$ cat src/verilog/mpt_defines.svh
`ifndef MPT_DEFINES_SVH
`define MPT_DEFINES_SVH

// Timing: figures in ns, counts in mclk cycles
`define MPT_MCLK_PERIOD_NS    20
`define MPT_TCLK_1000_NS      8
`define MPT_TCLK_100_NS       40
`define MPT_TCLK_10_NS        400
// Half period rounds down, never below one cycle
`define MPT_HALF_CYC(ns)      ((((ns) / 2) / `MPT_MCLK_PERIOD_NS) < 1 ? 1 : (((ns) / 2) / `MPT_MCLK_PERIOD_NS))
`define MPT_HALF_1000         `MPT_HALF_CYC(`MPT_TCLK_1000_NS)
`define MPT_HALF_100          `MPT_HALF_CYC(`MPT_TCLK_100_NS)
`define MPT_HALF_10           `MPT_HALF_CYC(`MPT_TCLK_10_NS)

// Buffer entry layout
`define MPT_BYTE_W            8
`define MPT_ENT_W             11
`define MPT_ENT_LAST          8
`define MPT_ENT_ERR           9
`define MPT_ENT_EXT           10
`define MPT_BUF_DEPTH         2

// Codes and reset values
`define MPT_EXT_CODE          8'h0f
`define MPT_TXD_RST           8'h00
`define MPT_NIB_ZERO          4'h0

`endif

$ cat src/verilog/mpt_pkg.sv
package mpt_pkg;

    typedef enum logic [1:0] {
        MPT_GMII  = 2'b00,
        MPT_RGMII = 2'b01,
        MPT_MII   = 2'b10,
        MPT_REVERSED_MII_MODE = 2'b11
    } mpt_mode_t;

    typedef enum logic [1:0] {
        MPT_SPD_10   = 2'b00,
        MPT_SPD_100  = 2'b01,
        MPT_SPD_1000 = 2'b10
    } mpt_speed_t;

endpackage : mpt_pkg

$ cat src/verilog/mpt_edge_gen.sv
`timescale 1ns/1ns
module mpt_edge_gen #(
    parameter int CW = 8
) (
    input  wire logic          mclk,
    input  wire logic          rst_n,
    input  wire logic          run,
    input  wire logic [CW-1:0] half_cnt,
    output logic               rise_stb,
    output logic               fall_stb
);
    logic [CW-1:0] cnt_q;
    logic          phase_q;
    logic          at_end;

    assign at_end   = run && ((cnt_q + CW'(1)) >= half_cnt);
    assign rise_stb = at_end && !phase_q;
    assign fall_stb = at_end && phase_q;

    always_ff @(posedge mclk or negedge rst_n)
    begin
        if (!rst_n)
        begin
            cnt_q   <= '0;
            phase_q <= 1'b0;
        end
        else if (!run)
        begin
            cnt_q   <= '0;
            phase_q <= 1'b0;
        end
        else if (at_end)
        begin
            cnt_q   <= '0;
            phase_q <= !phase_q;
        end
        else
        begin
            cnt_q <= cnt_q + CW'(1);
        end
    end
endmodule : mpt_edge_gen

$ cat src/verilog/mpt_skid_buf.sv
`timescale 1ns/1ns
module mpt_skid_buf #(
    parameter int WIDTH = 11,
    parameter int DEPTH = 2
) (
    input  wire logic             mclk,
    input  wire logic             rst_n,
    input  wire logic             in_valid,
    output logic                  in_ready,
    input  wire logic [WIDTH-1:0] in_data,
    output logic                  out_valid,
    input  wire logic             out_ready,
    output logic      [WIDTH-1:0] out_data
);
    localparam int AW = (DEPTH > 1) ? $clog2(DEPTH) : 1;

    logic [WIDTH-1:0] mem_q [DEPTH];
    logic [AW-1:0]    wr_ptr_q;
    logic [AW-1:0]    rd_ptr_q;
    logic [AW:0]      count_q;
    logic [AW:0]      count_d;
    logic             ready_q;
    logic             push;
    logic             pop;

    function automatic logic [AW-1:0] ptr_inc(input logic [AW-1:0] p);
        if (p == AW'(DEPTH - 1))
        begin
            return '0;
        end
        return p + AW'(1);
    endfunction : ptr_inc

    assign push      = in_valid && ready_q;
    assign pop       = out_valid && out_ready;
    assign in_ready  = ready_q;
    assign out_valid = (count_q != '0);
    assign out_data  = mem_q[rd_ptr_q];

    always_comb
    begin
        count_d = count_q;
        if (push && !pop)
        begin
            count_d = count_q + (AW+1)'(1);
        end
        else if (pop && !push)
        begin
            count_d = count_q - (AW+1)'(1);
        end
    end

    // Ready is registered so the source never sees a combinational path
    always_ff @(posedge mclk or negedge rst_n)
    begin
        if (!rst_n)
        begin
            count_q  <= '0;
            ready_q  <= 1'b0;
            wr_ptr_q <= '0;
            rd_ptr_q <= '0;
        end
        else
        begin
            count_q <= count_d;
            ready_q <= (count_d != (AW+1)'(DEPTH));
            if (push)
            begin
                wr_ptr_q <= ptr_inc(wr_ptr_q);
            end
            if (pop)
            begin
                rd_ptr_q <= ptr_inc(rd_ptr_q);
            end
        end
    end

    always_ff @(posedge mclk)
    begin
        if (push)
        begin
            mem_q[wr_ptr_q] <= in_data;
        end
    end
endmodule : mpt_skid_buf

$ cat src/verilog/mpt_tx_port.sv
`timescale 1ns/1ns
`include "mpt_defines.svh"
module mpt_tx_port #(
    parameter int CW        = 8,
    parameter int BUF_DEPTH = `MPT_BUF_DEPTH
) (
    input  wire logic                           mclk,
    input  wire logic                           rst_n,
    input  wire mpt_pkg::mpt_mode_t             cfg_mode,
    input  wire mpt_pkg::mpt_speed_t            cfg_speed,
    input  wire logic                           src_valid,
    output logic                                src_ready,
    input  wire logic [`MPT_BYTE_W-1:0]         src_data,
    input  wire logic                           src_last,
    input  wire logic                           src_err,
    input  wire logic                           src_ext,
    output logic                                mgmt_gig_tx_clock,
    input  wire logic                           mgmt_tx_clock_in,
    output logic                                mgmt_tx_clock_out,
    output logic                                mgmt_tx_clock_oe_n,
    output logic      [`MPT_BYTE_W-1:0]         mgmt_txd,
    output logic                                mgmt_tx_valid,
    output logic                                mgmt_tx_fault
);
    import mpt_pkg::*;

    mpt_mode_t             mode_q;
    mpt_speed_t            speed_q;
    logic                  tclk_prev_q;
    logic                  gig_clk_q;
    logic                  tclk_out_q;
    logic                  tclk_oe_n_q;
    logic [`MPT_BYTE_W-1:0] txd_q;
    logic                  valid_q;
    logic                  fault_q;
    logic [`MPT_BYTE_W-1:0] hold_q;
    logic                  hold_vld_q;
    logic                  hold_err_q;
    logic                  ctl_fall_q;
    logic                  nib_hi_q;
    logic                  in_frame_q;

    logic                  buf_valid;
    logic                  buf_pop;
    logic [`MPT_ENT_W-1:0] buf_data;
    logic                  gen_rise;
    logic                  gen_fall;
    logic                  gen_run;
    logic                  mii_rise;
    logic                  edge_rise;
    logic                  edge_fall;
    logic                  nibble;
    logic                  fetch;
    logic                  w_vld;
    logic                  w_err;
    logic [`MPT_BYTE_W-1:0] w_byte;

    function automatic logic is_nibble(input mpt_mode_t m, input mpt_speed_t s);
        return (m == MPT_MII) || (m == MPT_REVERSED_MII_MODE) || ((m == MPT_RGMII) && (s != MPT_SPD_1000));
    endfunction : is_nibble

    function automatic mpt_speed_t eff_speed(input mpt_mode_t m, input mpt_speed_t s);
        if (m == MPT_GMII)
        begin
            return MPT_SPD_1000;
        end
        if ((m != MPT_RGMII) && (s == MPT_SPD_1000))
        begin
            return MPT_SPD_100;
        end
        return s;
    endfunction : eff_speed

    function automatic logic [CW-1:0] half_of(input mpt_speed_t s);
        case (s)
            MPT_SPD_1000: return CW'(`MPT_HALF_1000);
            MPT_SPD_100:  return CW'(`MPT_HALF_100);
            default:      return CW'(`MPT_HALF_10);
        endcase
    endfunction : half_of

    mpt_skid_buf #(
        .WIDTH (`MPT_ENT_W),
        .DEPTH (BUF_DEPTH)
    ) u_buf (
        .mclk      (mclk),
        .rst_n     (rst_n),
        .in_valid  (src_valid),
        .in_ready  (src_ready),
        .in_data   ({src_ext, src_err, src_last, src_data}),
        .out_valid (buf_valid),
        .out_ready (buf_pop),
        .out_data  (buf_data)
    );

    // Generated clock only where this end owns the clock
    assign gen_run = (mode_q != MPT_MII);
    mpt_edge_gen #(
        .CW (CW)
    ) u_edge (
        .mclk     (mclk),
        .rst_n    (rst_n),
        .run      (gen_run),
        .half_cnt (half_of(speed_q)),
        .rise_stb (gen_rise),
        .fall_stb (gen_fall)
    );

    // MAC clock input is synchronous to mclk, so a plain delay finds its rise
    assign mii_rise  = mgmt_tx_clock_in && !tclk_prev_q;
    assign edge_rise = gen_run ? gen_rise : mii_rise;
    assign edge_fall = gen_run && gen_fall;
    assign nibble    = is_nibble(mode_q, speed_q);
    assign fetch     = !nib_hi_q;
    assign buf_pop   = edge_rise && fetch && buf_valid;

    // Carrier extension has no nibble-mode form and is sent as idle there
    always_comb
    begin
        w_vld  = 1'b0;
        w_err  = 1'b0;
        w_byte = `MPT_TXD_RST;
        if (buf_valid)
        begin
            if (buf_data[`MPT_ENT_EXT])
            begin
                w_err  = !nibble;
                w_byte = nibble ? `MPT_TXD_RST : `MPT_EXT_CODE;
            end
            else
            begin
                w_vld  = 1'b1;
                w_err  = buf_data[`MPT_ENT_ERR];
                w_byte = buf_data[`MPT_BYTE_W-1:0];
            end
        end
        else if (in_frame_q)
        begin
            // Underrun mid-frame: poison the frame rather than cut it short
            w_vld = 1'b1;
            w_err = 1'b1;
        end
    end

    // Mode and speed change only between frames
    always_ff @(posedge mclk or negedge rst_n)
    begin
        if (!rst_n)
        begin
            mode_q  <= MPT_GMII;
            speed_q <= MPT_SPD_1000;
        end
        else if (!in_frame_q && !nib_hi_q)
        begin
            mode_q  <= cfg_mode;
            speed_q <= eff_speed(cfg_mode, cfg_speed);
        end
    end

    always_ff @(posedge mclk or negedge rst_n)
    begin
        if (!rst_n)
        begin
            tclk_prev_q <= 1'b0;
        end
        else
        begin
            tclk_prev_q <= mgmt_tx_clock_in;
        end
    end

    // Clock pins; driven levels toggle in the same edge as the data they time
    always_ff @(posedge mclk or negedge rst_n)
    begin
        if (!rst_n)
        begin
            gig_clk_q   <= 1'b0;
            tclk_out_q  <= 1'b0;
            tclk_oe_n_q <= 1'b1;
        end
        else
        begin
            tclk_oe_n_q <= (mode_q != MPT_REVERSED_MII_MODE);
            if ((mode_q == MPT_GMII) || (mode_q == MPT_RGMII))
            begin
                if (gen_rise)
                begin
                    gig_clk_q <= 1'b1;
                end
                else if (gen_fall)
                begin
                    gig_clk_q <= 1'b0;
                end
            end
            else
            begin
                gig_clk_q <= 1'b0;
            end
            if (mode_q == MPT_REVERSED_MII_MODE)
            begin
                if (gen_rise)
                begin
                    tclk_out_q <= 1'b1;
                end
                else if (gen_fall)
                begin
                    tclk_out_q <= 1'b0;
                end
            end
            else
            begin
                tclk_out_q <= 1'b0;
            end
        end
    end

    always_ff @(posedge mclk or negedge rst_n)
    begin
        if (!rst_n)
        begin
            in_frame_q <= 1'b0;
        end
        else if (buf_pop && !buf_data[`MPT_ENT_EXT])
        begin
            in_frame_q <= !buf_data[`MPT_ENT_LAST];
        end
    end

    // Data and control launch
    always_ff @(posedge mclk or negedge rst_n)
    begin
        if (!rst_n)
        begin
            txd_q      <= `MPT_TXD_RST;
            valid_q    <= 1'b0;
            fault_q    <= 1'b0;
            hold_q     <= `MPT_TXD_RST;
            hold_vld_q <= 1'b0;
            hold_err_q <= 1'b0;
            ctl_fall_q <= 1'b0;
            nib_hi_q   <= 1'b0;
        end
        else if (edge_rise && fetch)
        begin
            hold_q     <= w_byte;
            hold_vld_q <= w_vld;
            hold_err_q <= w_err;
            ctl_fall_q <= w_vld ^ w_err;
            nib_hi_q   <= nibble;
            valid_q    <= w_vld;
            case (mode_q)
                MPT_GMII:
                begin
                    txd_q   <= w_byte;
                    fault_q <= w_err;
                end
                MPT_RGMII:
                begin
                    txd_q   <= {`MPT_NIB_ZERO, w_byte[3:0]};
                    fault_q <= 1'b0;
                end
                default:
                begin
                    txd_q   <= {`MPT_NIB_ZERO, w_byte[3:0]};
                    fault_q <= w_err;
                end
            endcase
        end
        else if (edge_rise)
        begin
            txd_q      <= {`MPT_NIB_ZERO, hold_q[7:4]};
            valid_q    <= hold_vld_q;
            fault_q    <= (mode_q != MPT_RGMII) && hold_err_q;
            ctl_fall_q <= hold_vld_q ^ hold_err_q;
            nib_hi_q   <= 1'b0;
        end
        else if (edge_fall && (mode_q == MPT_RGMII))
        begin
            valid_q <= ctl_fall_q;
            if (!nibble)
            begin
                txd_q <= {`MPT_NIB_ZERO, hold_q[7:4]};
            end
        end
    end

    assign mgmt_gig_tx_clock  = gig_clk_q;
    assign mgmt_tx_clock_out  = tclk_out_q;
    assign mgmt_tx_clock_oe_n = tclk_oe_n_q;
    assign mgmt_txd           = txd_q;
    assign mgmt_tx_valid      = valid_q;
    assign mgmt_tx_fault      = fault_q;
endmodule : mpt_tx_port
$ cat config.mk
export PLATFORM = sky130hd
export DESIGN_NAME = mpt_tx_port
export DESIGN_NICKNAME = d
export VERILOG_FILES = /design/src/verilog/mpt_pkg.sv /design/src/verilog/mpt_edge_gen.sv /design/src/verilog/mpt_skid_buf.sv /design/src/verilog/mpt_tx_port.sv
export VERILOG_INCLUDE_DIRS = /design/src /design/src/verilog
export SDC_FILE = /design/constraint.sdc
export NUM_CORES = 1
export LEC_CHECK = 0
export BUFFER_PORTS_ARGS = -buffer_cell sky130_fd_sc_hd__buf_2
export CORE_MARGIN = 3
export CORE_UTILIZATION = 40
export CTS_BUF_LIST = sky130_fd_sc_hd__clkbuf_4 sky130_fd_sc_hd__clkbuf_8
export DETAILED_ROUTE_END_ITERATION = 6
export HOLD_SLACK_MARGIN = 0.08
export PLACE_DENSITY = 0.58
export SLEW_MARGIN = 20
export SYNTH_ARGS = -nofsm -noshare
export SYNTH_HDL_FRONTEND = slang
export SYNTH_SLANG_ARGS = --single-unit
$ cat constraint.sdc
create_clock -name mclk -period 2.7 [get_ports mclk]
set_clock_uncertainty 0.1 [all_clocks]
set_input_delay 0.135 -clock mclk [delete_from_list [all_inputs] [get_ports mclk]]
set_output_delay 0.135 -clock mclk [all_outputs]
set_load 0.02 [all_outputs]
## After elaboration in Yosys (flattened, before gate mapping)

Memories as Yosys holds them, arrays and structs flattened.
Cells that the tools add are included.

- Equality and inequality tests: 16
- Reductions and logical operators: 36
- Bitwise gates (word level): 2
- $lt $le $gt $ge: 1
- Muxes and demuxes: 54
- $add $sub $neg: 5

Operator list:

| kind | number |
|---|---|
| two-way mux 8 bit | 9 |
| two-way mux 1 bit | 37 |
| logical AND 1 bit | 17 |
| two-way mux 2 bit | 6 |
| zero test 1 bit | 9 |
| adder 8 x 1 -> 8 bit (second input constant) | 1 |
| equality test 2 bit (second input constant) | 4 |
| greater-or-equal comparator 8 x 4 -> 1 bit | 1 |
| two-way mux 4 bit | 2 |
| != test 2 bit (second input constant) | 4 |
| != test 2 x 1 -> 1 bit (second input constant) | 3 |
| != test 3 bit (second input constant) | 2 |
| equality test 2 x 1 -> 1 bit (second input constant) | 2 |
| zero test 2 bit | 2 |
| nonzero test 2 bit | 2 |
| logical OR 1 bit | 3 |
| != test 3 x 2 -> 1 bit (second input constant) | 1 |
| nonzero test 3 bit | 1 |
| adder 1 bit (second input constant) | 2 |
| adder 2 x 1 -> 2 bit (second input constant) | 1 |
| AND reduction 2 bit | 1 |
| OR reduction 2 bit | 1 |
| subtractor 2 x 1 -> 2 bit (second input constant) | 1 |
| XOR 1 bit | 2 |

- Register bits: 45
- Memories kept: 1
- Bits in writable memories: 22
- Output and inout port bits: 14

Memories:

| name | depth | width | read ports | clocked after memory_dff | wr ports | RTL line | text |
|---|---|---|---|---|---|---|---|
| u_buf.mem_q | 2 | 11 | 1 | 0 | 1 | mpt_skid_buf.sv:17 | `logic [WIDTH-1:0] mem_q [DEPTH];` |

## Longest topological paths before layout

Gate-level depths: netlist of run 1.

- Word-level depth: 14
- Gate-level depth with buffers: 11
- Depth with buffers taken out: 10

## Modules after synthesis

A second synthesis of run 1 with hierarchy kept.

- Cell total of the unflattened synthesis: 242
- Area, all modules: 3,034.2 sq um

Modules (own cells, without submodules):

| module | instances | sequential area each (sq um) | cells each | area an instance (sq um) |
|---|---|---|---|---|
| mpt_tx_port | 1 | 678.2 | 120 | 1,333.8 |
| mpt_skid_buf | 1 | 785.8 | 57 | 1,047.3 |
| mpt_edge_gen | 1 | 225.2 | 65 | 653.1 |

## Worst setup path after synthesis of run 1

Ideal clock, no wire load.

- Path type: register to register
- From: register speed_q[1]
- To: register ctl_fall_q
- Stages on the path, launching flop included: 10
- Arrival time: 2,468 ps
- Period minus slack after synthesis: 2,690 ps
- Data required time: 2,478 ps
- Slack: 10 ps
- Setup time: 122 ps
- Cell sequence: dfstp_2 -> ha_1 -> inv_1 -> ha_1 -> nor2b_1 -> o21ai_0 -> or4_1 -> a221oi_4 -> mux2i_1 -> nand2_1

- Word-level cells in the longest chain between the ends: 9

Ends and longest elaborated chain:

| element | RTL line | text |
|---|---|---|
| start, declared | mpt_tx_port.sv:28 | `mpt_speed_t speed_q;` |
| start signal, assigned | mpt_tx_port.sv:156 | `speed_q <= eff_speed(cfg_mode, cfg_speed);` |
| equality test 2 x 1 -> 1 bit or equality test 2 bit (tied branches) | mpt_tx_port.sv:75 | `case (s)` |
| OR reduction 2 bit (no source line) | n/a |  |
| two-way mux 4 bit | mpt_tx_port.sv:75 |  |
| greater-or-equal comparator 8 x 4 -> 1 bit | mpt_edge_gen.sv:16 | `assign at_end = run && ((cnt_q + CW'(1)) >= half_cnt);` |
| logical AND 1 bit | mpt_edge_gen.sv:16 |  |
| logical AND 1 bit | mpt_edge_gen.sv:17 | `assign rise_stb = at_end && !phase_q;` |
| two-way mux 1 bit | mpt_tx_port.sv:111 | `assign edge_rise = gen_run ? gen_rise : mii_rise;` |
| logical AND 1 bit | mpt_tx_port.sv:243 | `else if (edge_rise && fetch)` |
| two-way mux 1 bit or nonzero test 2 bit (tied branches) | n/a |  |
| end signal, assigned | mpt_tx_port.sv:248 | `ctl_fall_q <= w_vld ^ w_err;` |
| end signal, assigned | mpt_tx_port.sv:274 | `ctl_fall_q <= hold_vld_q ^ hold_err_q;` |
| end, declared | mpt_tx_port.sv:39 | `logic ctl_fall_q;` |

Several ways; a longest one is shown, not always the timed one.
A chain may end at the register's enable or synchronous reset.

## Final worst setup path of run 1

- From: register speed_q[1]
- To: register valid_q (netlist: mgmt_tx_valid)

- Word-level cells in the longest chain between the ends: 9

Ends and longest elaborated chain:

| element | RTL line | text |
|---|---|---|
| equality test 2 x 1 -> 1 bit or equality test 2 bit (tied branches) | mpt_tx_port.sv:75 |  |
| OR reduction 2 bit (no source line) * | n/a |  |
| two-way mux 4 bit * | mpt_tx_port.sv:75 |  |
| greater-or-equal comparator 8 x 4 -> 1 bit * | mpt_edge_gen.sv:16 |  |
| logical AND 1 bit * | mpt_edge_gen.sv:16 |  |
| logical AND 1 bit, on equally long branches | mpt_edge_gen.sv:17, mpt_edge_gen.sv:18 |  |
| two-way mux 1 bit or logical AND 1 bit (tied branches) | mpt_tx_port.sv:111, mpt_tx_port.sv:112 |  |
| two-way mux 1 bit, or another cell as far along | mpt_tx_port.sv:269 | `else if (edge_rise)` |
| two-way mux 1 bit or nonzero test 3 bit (tied branches) | n/a |  |
| end signal, assigned | mpt_tx_port.sv:250 | `valid_q <= w_vld;` |
| end signal, assigned | mpt_tx_port.sv:272 | `valid_q <= hold_vld_q;` |
| end signal, assigned | mpt_tx_port.sv:279 | `valid_q <= ctl_fall_q;` |
| end, declared | mpt_tx_port.sv:34 | `logic valid_q;` |

Mark *: on every way between the ends. The rest lies on a longest branch, timed or not.

==> results of run 1 <==
-- registers in the layout, summed over array words and instances, names as in the netlist --
name and flops:
ctl_fall_q 1, hold_err_q 1, hold_q 4, hold_vld_q 1
in_frame_q 1, mgmt_gig_tx_clock 1, mgmt_tx_clock_oe_n 1, mgmt_tx_clock_out 1
mgmt_tx_fault 1, mgmt_tx_valid 1, mgmt_txd 8, mode_q 2
nib_hi_q 1, speed_q 2, tclk_prev_q 1, u_buf.count_q 2
u_buf.in_ready 1, u_buf.mem_q 22, u_buf.rd_ptr_q 1, u_buf.wr_ptr_q 1
u_edge.cnt_q 8, u_edge.phase_q 1
-- stage by stage --
stage,instances,instance area [um^2],TNS [ns],total power (W)
2_1_floorplan,231,2860,0,0.00271
3_3_place_gp,372,3250,-0.0850,0.00324
3_5_place_dp,372,3250,-0.225,0.00328
4_1_cts,407,3670,-0.0132,0.00428
5_1_grt,407,3750,0,0.00470
6_report,407,3750,0,0.00438
-- critical path: stages, from the launching register on --
cell,delay (ns)
dfstp_2,0.55
ha_4,0.20
inv_4,0.10
ha_4,0.21
nor2b_4,0.11
o21ai_2,0.08
or4_4,0.50
a221oi_4,0.34
buf_6,0.15
mux2i_1,0.16
-- worst paths after layout --
path                                   start         endpoint  slack [ns]  depth (start not counted)
worst max-delay path              speed_q[1]    mgmt_tx_valid        0.11                          9
worst min-delay path            cfg_speed[1]       speed_q[1]        0.13                          4
worst max register to register    speed_q[1]    mgmt_tx_valid        0.11                          9
worst min register to register   mgmt_txd[4]      mgmt_txd[4]        0.41                          1
max in group asynchronous              rst_n       in_frame_q        1.56                          2
min in group asynchronous              rst_n  u_edge.cnt_q[3]        0.37                          2
-- power by group --
group	total [W]	internal (W)	leakage [nW]	switching (W)
sequential	0.00146	0.00131	0.712	0.000150
combinational	0.00200	0.000929	0.827	0.00107
clock	0.000924	0.000530	0.111	0.000394
total	0.00438	0.00277	1.65	0.00162
-- cells in the final DEF (no fill, tap or decap), types with 12 or more instances in the layout --
cell type and instances:
edfxtp_1 22, nand2_1 17, buf_2 32, dlygate4sd3_1 17, mux2i_1 16, mux2_2 12, buf_4 19, nor2_1 17
dfrtp_1 39
-- layer usage --
| layer | wire (um) | share of wire (%) |
|---|---|---|
| met2 | 2630 | 46 |
| met3 | 232 | 4.1 |
| met4 | 55 | 0.97 |
| met1 | 2780 | 49 |
| met5 | 0 | 0 |
-- repair_timing --
item	in CTS	in global routing
resized for setup	3	12
gates cloned	0	0
setup endpoints to repair	8	26
pin swaps	0	4
hold buffers	17	0
buffers inserted	2	0
hold endpoints to repair	65	0
-- final cells by class --
type / instances / area, um^2
Clock inverter: 7 / 103
Inverter: 7 / 28.8
Fill cell: 603 / 3120
Tap cell: 96 / 120
Sequential cell: 63 / 1690
Clock buffer: 9 / 124
Timing Repair Buffer: 69 / 484
Multi-Input combinational cell: 156 / 1200
-- cells by family after synthesis --
group,after synthesis
muxes,28
adders and majority gates,6
xor gates and xnor gates,9
buffers and inverters,12
other,1
DFF,63
and+or+nand+nor,72
AOI/OAI and AO/OA,37
==> flow_metrics.py, run 1 <==
metrics = {
    "synth": {
        "synth_compound_area_share_pct": 9.75,
        "syn-cell-area_um2": 2850,
        "ys_warn_count": 0,
        "yosys-top-cells-area": "dfrtp_1 (34%), edfxtp_1 (23%), mux2i_1 (5.6%)",
        "async_reset_ff_share_pct": 65.1,
        "synth.area.mux_share_pct": 10.4,
        "ys_ff_latch": 63,
        "synthTopCellsByCount": "dfrtp_1 (39), edfxtp_1 (22), nand2_1 (18), nor2_1 (17), mux2i_1 (16)",
        "syn_inst": 228,
        "synth_xor_area_share_pct": 2.77,
        "synth-adder-area-share_pct": 2.63,
        "synthSimpleGateAreaFrac_pct": 13.3,
        "synthDistinctLibCells": 46,
        "synth_most_common_cell": "dfrtp_1",
        "synth-main-ff-cell": "dfrtp_1",
        "seq_area_frac_synth_pct": 59.3,
        "synth_top_area_share_pct": 34.2,
        "yosysTopAreaCell": "dfrtp_1",
        "synth.avg_cell_area_um2": 12.5,
        "synth_top_family_by_area": "simple AND/OR/NAND/NOR gates",
        "synth_edf_count": 22,
    },
    "timing": {
        "fin_ws_ns": 0.111,
        "whs_ns": 0.125,
        "slew_headroom_pct": 38.8,
        "final-hold-violation-count": 0,
        "post-route-period-util_pct": 95.9,
        "rsz0062_at_grt": "false",
        "setup_viol": 0,
        "drv_slew": 0,
        "max_slew.worst_pin.slew_ns": 0.918,
        "fmax_mhz": 386,
        "fin_crit_ns": 2.59,
    },
    "routing": {
        "wl_per_cell_um": 14.0,
        "drt-total-wl_um": 5690,
        "drc": 0,
        "ant_nets": 0,
        "drt-initial-drc-count": 72,
        "vias": 1960,
        "drt_pass1_iterations": 4,
        "drt-vias-per-instance": 4.82,
    },
    "clocking": {
        "clk_latency_ns": 0.34,
        "clkTransAtPathRegs_ns": 0.08,
        "cts_tree": "done",
        "cts_buffers": 9,
        "cts_root_buf": "clkbuf_8",
        "cts_sinks": 63,
        "cts_buffer_depth": 2,
        "htree_num_levels": 3,
    },
    "hold_path": {
        "hold_path_class": "in2reg",
    },
    "flow_run": {
        "maxCapViolCount": 0,
    },
    "global_route": {
        "grt_first_pass_wirelength_um": 9380,
        "gr-total-overflow": 0,
        "grt_use_met3_pct": 4.25,
        "antenna_found_initial": 0,
        "grt_max_degree": 42,
        "met2_usage_pct": 22.1,
        "use_met1_pct": 20.2,
        "grt_usage_pct": 14.6,
        "grt_pass1_vias": 1935,
        "busiest_layer": "met2",
    },
    "worst_setup_path": {
        "cp.arrival_ns": 2.75,
        "cp.required_ns": 2.86,
        "end_kind": "flop",
        "crit_fanout": 5,
        "critPathLaunchType": "flop",
        "crit_type": "reg2reg",
    },
    "outcome": {
        "outcome": "finished, final reports clean",
    },
    "floorplan": {
        "dieArea_um2": 8170,
        "num_rows": 30,
        "io_pins": 33,
        "coreArea_um2": 6870,
        "die_h_um": 90.4,
        "floorplan.initialDensity_pct": 41.5,
        "die_w_um": 90.4,
    },
    "place": {
        "place_hpwl_um": 4030,
        "io_buffers": 32,
        "dpl_worst_slack_ns": -0.0617,
        "gp_congestion": 0.825,
    },
    "final_layout": {
        "areaGrowthSynthToFinish_pct": 31.5,
        "utilization_pct": 54.6,
        "drive_above_1_share_pct": 32.5,
        "n_antenna_cell": 0,
        "fin_nets": 331,
    },
    "power": {
        "power_leakage_nw": 1.65,
        "irDropWorstVdd_mv": 0.541,
        "p_per_area_nw_per_um2": 1170,
    },
}
Note: power is estimated with default switching activity, not from simulation.
==> inputs of run 2 (changes only) <==
--- a/config.mk
+++ b/config.mk
@@ -7,12 +7,14 @@
 export NUM_CORES = 1
 export LEC_CHECK = 0
 export BUFFER_PORTS_ARGS = -buffer_cell sky130_fd_sc_hd__buf_2
+export CELL_PAD_IN_SITES_DETAIL_PLACEMENT = 1
+export CELL_PAD_IN_SITES_GLOBAL_PLACEMENT = 2
 export CORE_MARGIN = 3
-export CORE_UTILIZATION = 40
+export CORE_UTILIZATION = 37
 export CTS_BUF_LIST = sky130_fd_sc_hd__clkbuf_4 sky130_fd_sc_hd__clkbuf_8
 export DETAILED_ROUTE_END_ITERATION = 6
 export HOLD_SLACK_MARGIN = 0.08
-export PLACE_DENSITY = 0.58
+export PLACE_DENSITY = 0.76
 export SLEW_MARGIN = 20
 export SYNTH_ARGS = -nofsm -noshare
 export SYNTH_HDL_FRONTEND = slang
==> run 2 against run 1 <==
  * Cell count is 0.25% lower
  * Clock-buffer cell count stayed put
  * Via count is 0.46% higher
  * Non-clock buffer count is 4 lower
  * Routed wire length is 9.9% higher
  * First-iteration DRC count is 42% lower
  * Design area is 0.53% lower
  * Power is 0.25% lower
  * Sequential share of layout area is 0.24 points higher
  * Hold slack worse by 0.00052 ns
  * Highest routed layer unchanged
  * Utilization is 4.0 points lower
  * Worst setup slack worse by 0.089 ns
  * Largest cell class unchanged
==> flow_metrics.py, run 2 (synthesized netlist as in run 1, its figures left out) <==
metrics = {
    "timing": {
        "drv_slew": 0,
        "rsz0062_at_grt": "true",
        "fmax_mhz": 374,
        "final-hold-violation-count": 0,
        "post-route-period-util_pct": 99.2,
        "whs_ns": 0.125,
        "max_slew.worst_pin.slew_ns": 0.935,
        "setup_viol": 0,
        "fin_crit_ns": 2.68,
        "slew_headroom_pct": 37.7,
        "fin_ws_ns": 0.0228,
    },
    "floorplan": {
        "num_rows": 31,
        "floorplan.initialDensity_pct": 38.7,
        "coreArea_um2": 7370,
        "die_h_um": 93.8,
        "dieArea_um2": 8790,
        "io_pins": 33,
        "die_w_um": 93.8,
    },
    "global_route": {
        "busiest_layer": "met2",
        "antenna_found_initial": 0,
        "grt_usage_pct": 15.6,
        "grt_first_pass_wirelength_um": 10400,
        "grt_max_degree": 42,
        "grt_pass1_vias": 2100,
        "use_met1_pct": 20.0,
        "grt_use_met3_pct": 5.53,
        "gr-total-overflow": 0,
        "met2_usage_pct": 24.9,
    },
    "clocking": {
        "cts_buffer_depth": 2,
        "htree_num_levels": 3,
        "cts_tree": "done",
        "clkTransAtPathRegs_ns": 0.08,
        "cts_buffers": 9,
        "cts_sinks": 63,
        "clk_latency_ns": 0.34,
        "cts_root_buf": "clkbuf_8",
    },
    "worst_setup_path": {
        "worst-r2r-cell-count": 9,
        "end_kind": "flop",
        "slowest_delay_ns": 0.55,
        "slowest_stage": "dfstp_2",
        "cp.required_ns": 2.86,
        "critPathLaunchType": "flop",
        "crit_type": "reg2reg",
        "crit_fanout": 3,
        "cp.arrival_ns": 2.84,
        "crit_path_cell_trace": "ha_4, inv_6, ha_1, nand2_1, o21ai_4, or4_4, a221oi_4, buf_6, mux2i_1",
    },
    "flow_run": {
        "maxCapViolCount": 0,
    },
    "routing": {
        "drc": 0,
        "drt-total-wl_um": 6250,
        "ant_nets": 0,
        "drt-initial-drc-count": 42,
        "drt_pass1_iterations": 4,
        "wl_per_cell_um": 15.4,
        "vias": 1969,
        "drt-vias-per-instance": 4.85,
    },
    "place": {
        "place_hpwl_um": 4440,
        "dpl_worst_slack_ns": -0.139,
        "gp_congestion": 0.767,
        "io_buffers": 32,
        "place_inst": 373,
        "postPlaceCellArea_um2": 3240,
    },
    "final_layout": {
        "regMostFlops": "u_buf.mem_q",
        "stdcell_count": 406,
        "fill_cells": 779,
        "n_antenna_cell": 0,
        "final_common_cell": "dfrtp_1",
        "stdcell_area_um2": 3730,
        "largest_reg_flops": 22,
        "layout_common_cells": "dfrtp_1 (39), buf_2 (32), edfxtp_1 (22), nand2_1 (18)",
        "drive_above_1_share_pct": 30.9,
        "areaGrowthSynthToFinish_pct": 30.8,
        "fin_nets": 327,
    },
    "power": {
        "p_per_area_nw_per_um2": 1170,
        "power_leakage_nw": 1.64,
        "swShare_pct": 37.5,
        "clkPwrFrac_pct": 21.2,
        "irDropWorstVdd_mv": 0.585,
        "power_frac_comb_pct": 45.2,
        "internal-power_w": 0.00274,
        "p_seq_share_pct": 33.6,
        "netSwitchingPower_w": 0.00164,
    },
    "outcome": {
        "outcome": "finished, final reports clean",
    },
    "hold_path": {
        "hold_depth": 4,
        "hold_path_class": "in2reg",
    },
}
[run 2: worst max-delay path, delay by kind of cell (launching register included)]
kind                       cells  cell delay (ns)
AOI/OAI and AO/OA              2             0.44
buffers and inverters          2             0.23
DFF                            1             0.55
and+or+nand+nor                2             0.66
adders and majority gates      2             0.44
muxes                          1             0.18
[run 2: area by class of cell]
type / count / area [um^2] / area share [%]
clock inverters: 7 / 104 / 2.79
repair buffers: 65 / 454 / 12.2
well taps: 99 / 124 / 3.32
multi-input cells: 156 / 1200 / 32.2
flip-flops and latches: 63 / 1690 / 45.3
clock buffers: 9 / 124 / 3.32
inverters: 7 / 31.3 / 0.839
[run 2: power groups by stage]
| stage | registers (W) | clock network, W | logic (W) |
|---|---|---|---|
| 2_1_floorplan | 0.00155 | 0 | 0.00116 |
| 3_3_place_gp | 0.00147 | 0 | 0.00175 |
| 3_5_place_dp | 0.00148 | 0 | 0.00180 |
| 4_1_cts | 0.00147 | 0.000960 | 0.00189 |
| 5_1_grt | 0.00151 | 0.00101 | 0.00218 |
| 6_report | 0.00147 | 0.000927 | 0.00198 |
[run 2: layer usage]
metal | up-vias | wire length [um]
met5 | - | 0
met4 | 0 | 58
met3 | 4 | 254
met2 | 36 | 3010
met1 | 960 | 2930
li1 | 969 | -
[run 2: worst paths after layout]
path	to	slack (ns)	start
min in group asynchronous	u_edge.cnt_q[6]	0.38	rst_n
min reg2reg	u_edge.cnt_q[0]	0.40	u_edge.cnt_q[0]
max reg2reg	mgmt_tx_valid	0.02	speed_q[1]
max in group asynchronous	mgmt_txd[6]	1.54	rst_n
max	mgmt_tx_valid	0.02	speed_q[1]
min	speed_q[1]	0.12	cfg_speed[1]
[run 2: per-stage QoR]
step / TNS (ns) / utilization (%) / power [W]
6_report: 0 / 50.6 / 0.00437
5_1_grt: -0.201 / 50.6 / 0.00470
4_1_cts: 0 / 49.8 / 0.00431
3_5_place_dp: -0.774 / 44.0 / 0.00329
3_3_place_gp: -0.0934 / 44.0 / 0.00322
2_1_floorplan: 0 / - / 0.00271
[run 2: repair_timing]
item | 4_1_cts | 5_1_grt
setup buffers | 0 | 0
hold endpoints to repair | 65 | 0
pin swaps | 3 | 5
hold buffers | 17 | 0
endpoints found under the setup margin | 13 | 17
gates resized for setup | 6 | 11
==> inputs of run 3 (changes only) <==
--- a/config.mk
+++ b/config.mk
@@ -15,6 +15,7 @@
 export DETAILED_ROUTE_END_ITERATION = 6
 export HOLD_SLACK_MARGIN = 0.08
 export PLACE_DENSITY = 0.76
+export RECOVER_POWER = 25
 export SLEW_MARGIN = 20
 export SYNTH_ARGS = -nofsm -noshare
 export SYNTH_HDL_FRONTEND = slang
==> run 3 against run 2 <==
  * Via count is 0.10% higher
  * Cell count is the same
  * Combinational power barely moved
  * Routed wire length up 0.42%
  * Worst setup slack got worse by 0.0038 ns
  * Critical path type unchanged
  * Largest power group unchanged
  * Power is 0.35% lower
  * Die area did not move
  * Critical endpoint unchanged
==> flow_metrics.py, run 3 (synthesized netlist as in run 1, its figures left out) <==
metrics = {
    "outcome": {
        "outcome": "finished, final reports clean",
    },
    "routing": {
        "ant_nets": 0,
        "drt-vias-per-instance": 4.85,
        "vias": 1971,
        "drt-total-wl_um": 6280,
        "drc": 0,
        "drt-initial-drc-count": 41,
        "drt_pass1_iterations": 4,
        "wl_per_cell_um": 15.5,
    },
    "power": {
        "power.total_w": 0.00436,
        "power_leakage_nw": 1.59,
        "p_per_area_nw_per_um2": 1180,
        "irDropWorstVdd_mv": 0.586,
    },
    "timing": {
        "setup_viol": 0,
        "max_slew.worst_pin.slew_ns": 0.944,
        "rsz0062_at_grt": "true",
        "post-route-period-util_pct": 99.3,
        "final-hold-violation-count": 0,
        "fmax_mhz": 373,
        "slew_headroom_pct": 37.1,
        "fin_crit_ns": 2.68,
        "drv_slew": 0,
    },
    "floorplan": {
        "coreArea_um2": 7370,
        "floorplan.initialDensity_pct": 38.7,
        "io_pins": 33,
        "dieArea_um2": 8790,
        "die_w_um": 93.8,
        "num_rows": 31,
        "die_h_um": 93.8,
    },
    "final_layout": {
        "stdcell_count": 406,
        "n_antenna_cell": 0,
        "regMostFlops": "u_buf.mem_q",
        "largest_reg_flops": 22,
        "stdcell_area_um2": 3700,
        "final_common_cell": "dfrtp_1",
        "drive_above_1_share_pct": 25.1,
        "areaGrowthSynthToFinish_pct": 29.9,
        "fill_cells": 784,
        "regArea_um2": 1690,
        "multiInputGateArea_um2": 1200,
        "utilization_pct": 50.2,
        "fin_nets": 327,
        "layout_common_cells": "dfrtp_1 (39), edfxtp_1 (22), nand2_1 (18), clkbuf_1 (18)",
    },
    "worst_setup_path": {
        "rrSetupSlack_ns": 0.02,
        "slowest_delay_ns": 0.55,
        "slowest_stage": "dfstp_2",
        "end_kind": "flop",
        "crit_type": "reg2reg",
        "crit_fanout": 3,
        "cp.required_ns": 2.86,
        "cp.arrival_ns": 2.84,
        "crit_path_cell_trace": "ha_4, inv_6, ha_1, nand2_1, o21ai_4, or4_4, a221oi_4, buf_6, mux2i_1",
        "critPathLaunchType": "flop",
    },
    "clocking": {
        "cts_buffers": 9,
        "cts_tree": "done",
        "clkTransAtPathRegs_ns": 0.08,
        "clk_latency_ns": 0.34,
        "cts_buffer_depth": 2,
        "cts_setup_buffers": 0,
        "htree_num_levels": 3,
        "cts_root_buf": "clkbuf_8",
        "cts_sinks": 63,
    },
    "flow_run": {
        "maxCapViolCount": 0,
    },
    "place": {
        "io_buffers": 32,
        "place_inst": 373,
        "postPlaceCellArea_um2": 3240,
        "gp_congestion": 0.767,
        "place_hpwl_um": 4440,
    },
    "global_route": {
        "grt_usage_pct": 15.6,
        "grt_pass1_vias": 2100,
        "grt_max_degree": 42,
        "antenna_found_initial": 0,
        "gr-total-overflow": 0,
        "grt_first_pass_wirelength_um": 10400,
    },
    "hold_path": {
        "hold_path_class": "in2reg",
    },
}
-- run 3: cell types whose count changed in the layout (fill, tap and decap cells not counted) --
cell,change
buf_2,-17
buf_4,-1
clkbuf_1,+18
-- run 3: cell type report --
cell class | count | area share [%]
Inverter | 7 | 0.845
Clock inverter | 7 | 2.81
Sequential cell | 63 | 45.6
Timing Repair Buffer | 65 | 11.6
Multi-Input combinational cell | 156 | 32.4
Clock buffer | 9 | 3.35
Tap cell | 99 | 3.35
-- run 3: worst max-delay path, delay by kind of cell (launching register included) --
family,cells,cell delay (ns)
buf+inv,2,0.23
flops,1,0.55
fa+ha+maj,2,0.44
simple gates,2,0.66
mux,1,0.18
compound gates,2,0.44
-- run 3: metal layers --
layer  share of wire (%)  vias up  wire length, um  track usage [%]
met5                   0        -                0                0
met2                  48       38             3030             24.9
met4                0.94        0               59             4.69
li1                    -      970                -                -
met3                 4.4        4              275             5.53
met1                  46      959             2920             20.0
-- run 3: timing repair --
item	in CTS	in global routing
gates resized for setup	6	11
hold buffers	17	0
setup endpoints to repair	13	17
pin swaps	3	5
hold endpoints to repair	65	0
-- run 3: stage by stage --
| stage | setup TNS, ns | worst slack, ns | hold WS [ns] |
|---|---|---|---|
| after global placement | -0.0934 | -0.0488 | 0.156 |
| after detailed placement | -0.774 | -0.139 | 0.157 |
| after global routing | -0.202 | -0.0798 | 0.133 |
| final | 0 | 0.0190 | 0.124 |
| after CTS | 0 | 0.00192 | 0.106 |
| after floorplan | 0 | 0.00980 | -0.261 |
-- run 3: worst paths after layout --
path / start / endpoint / cells past startpoint
setup / recovery: speed_q[1] / mgmt_tx_valid / 9
hold / removal: cfg_speed[1] / speed_q[1] / 4
setup reg to reg: speed_q[1] / mgmt_tx_valid / 9
hold reg to reg: u_edge.cnt_q[0] / u_edge.cnt_q[0] / 1
max in group asynchronous: rst_n / mgmt_txd[7] / 2
min in group asynchronous: rst_n / u_edge.cnt_q[6] / 2
-- run 3: where the power goes --
part	total, W	internal, W	leakage, nW	switching, W
Combinational	0.00196	0.000873	0.761	0.00108
Sequential	0.00147	0.00131	0.712	0.000161
Clock	0.000931	0.000531	0.114	0.000400
Total	0.00436	0.00271	1.59	0.00164
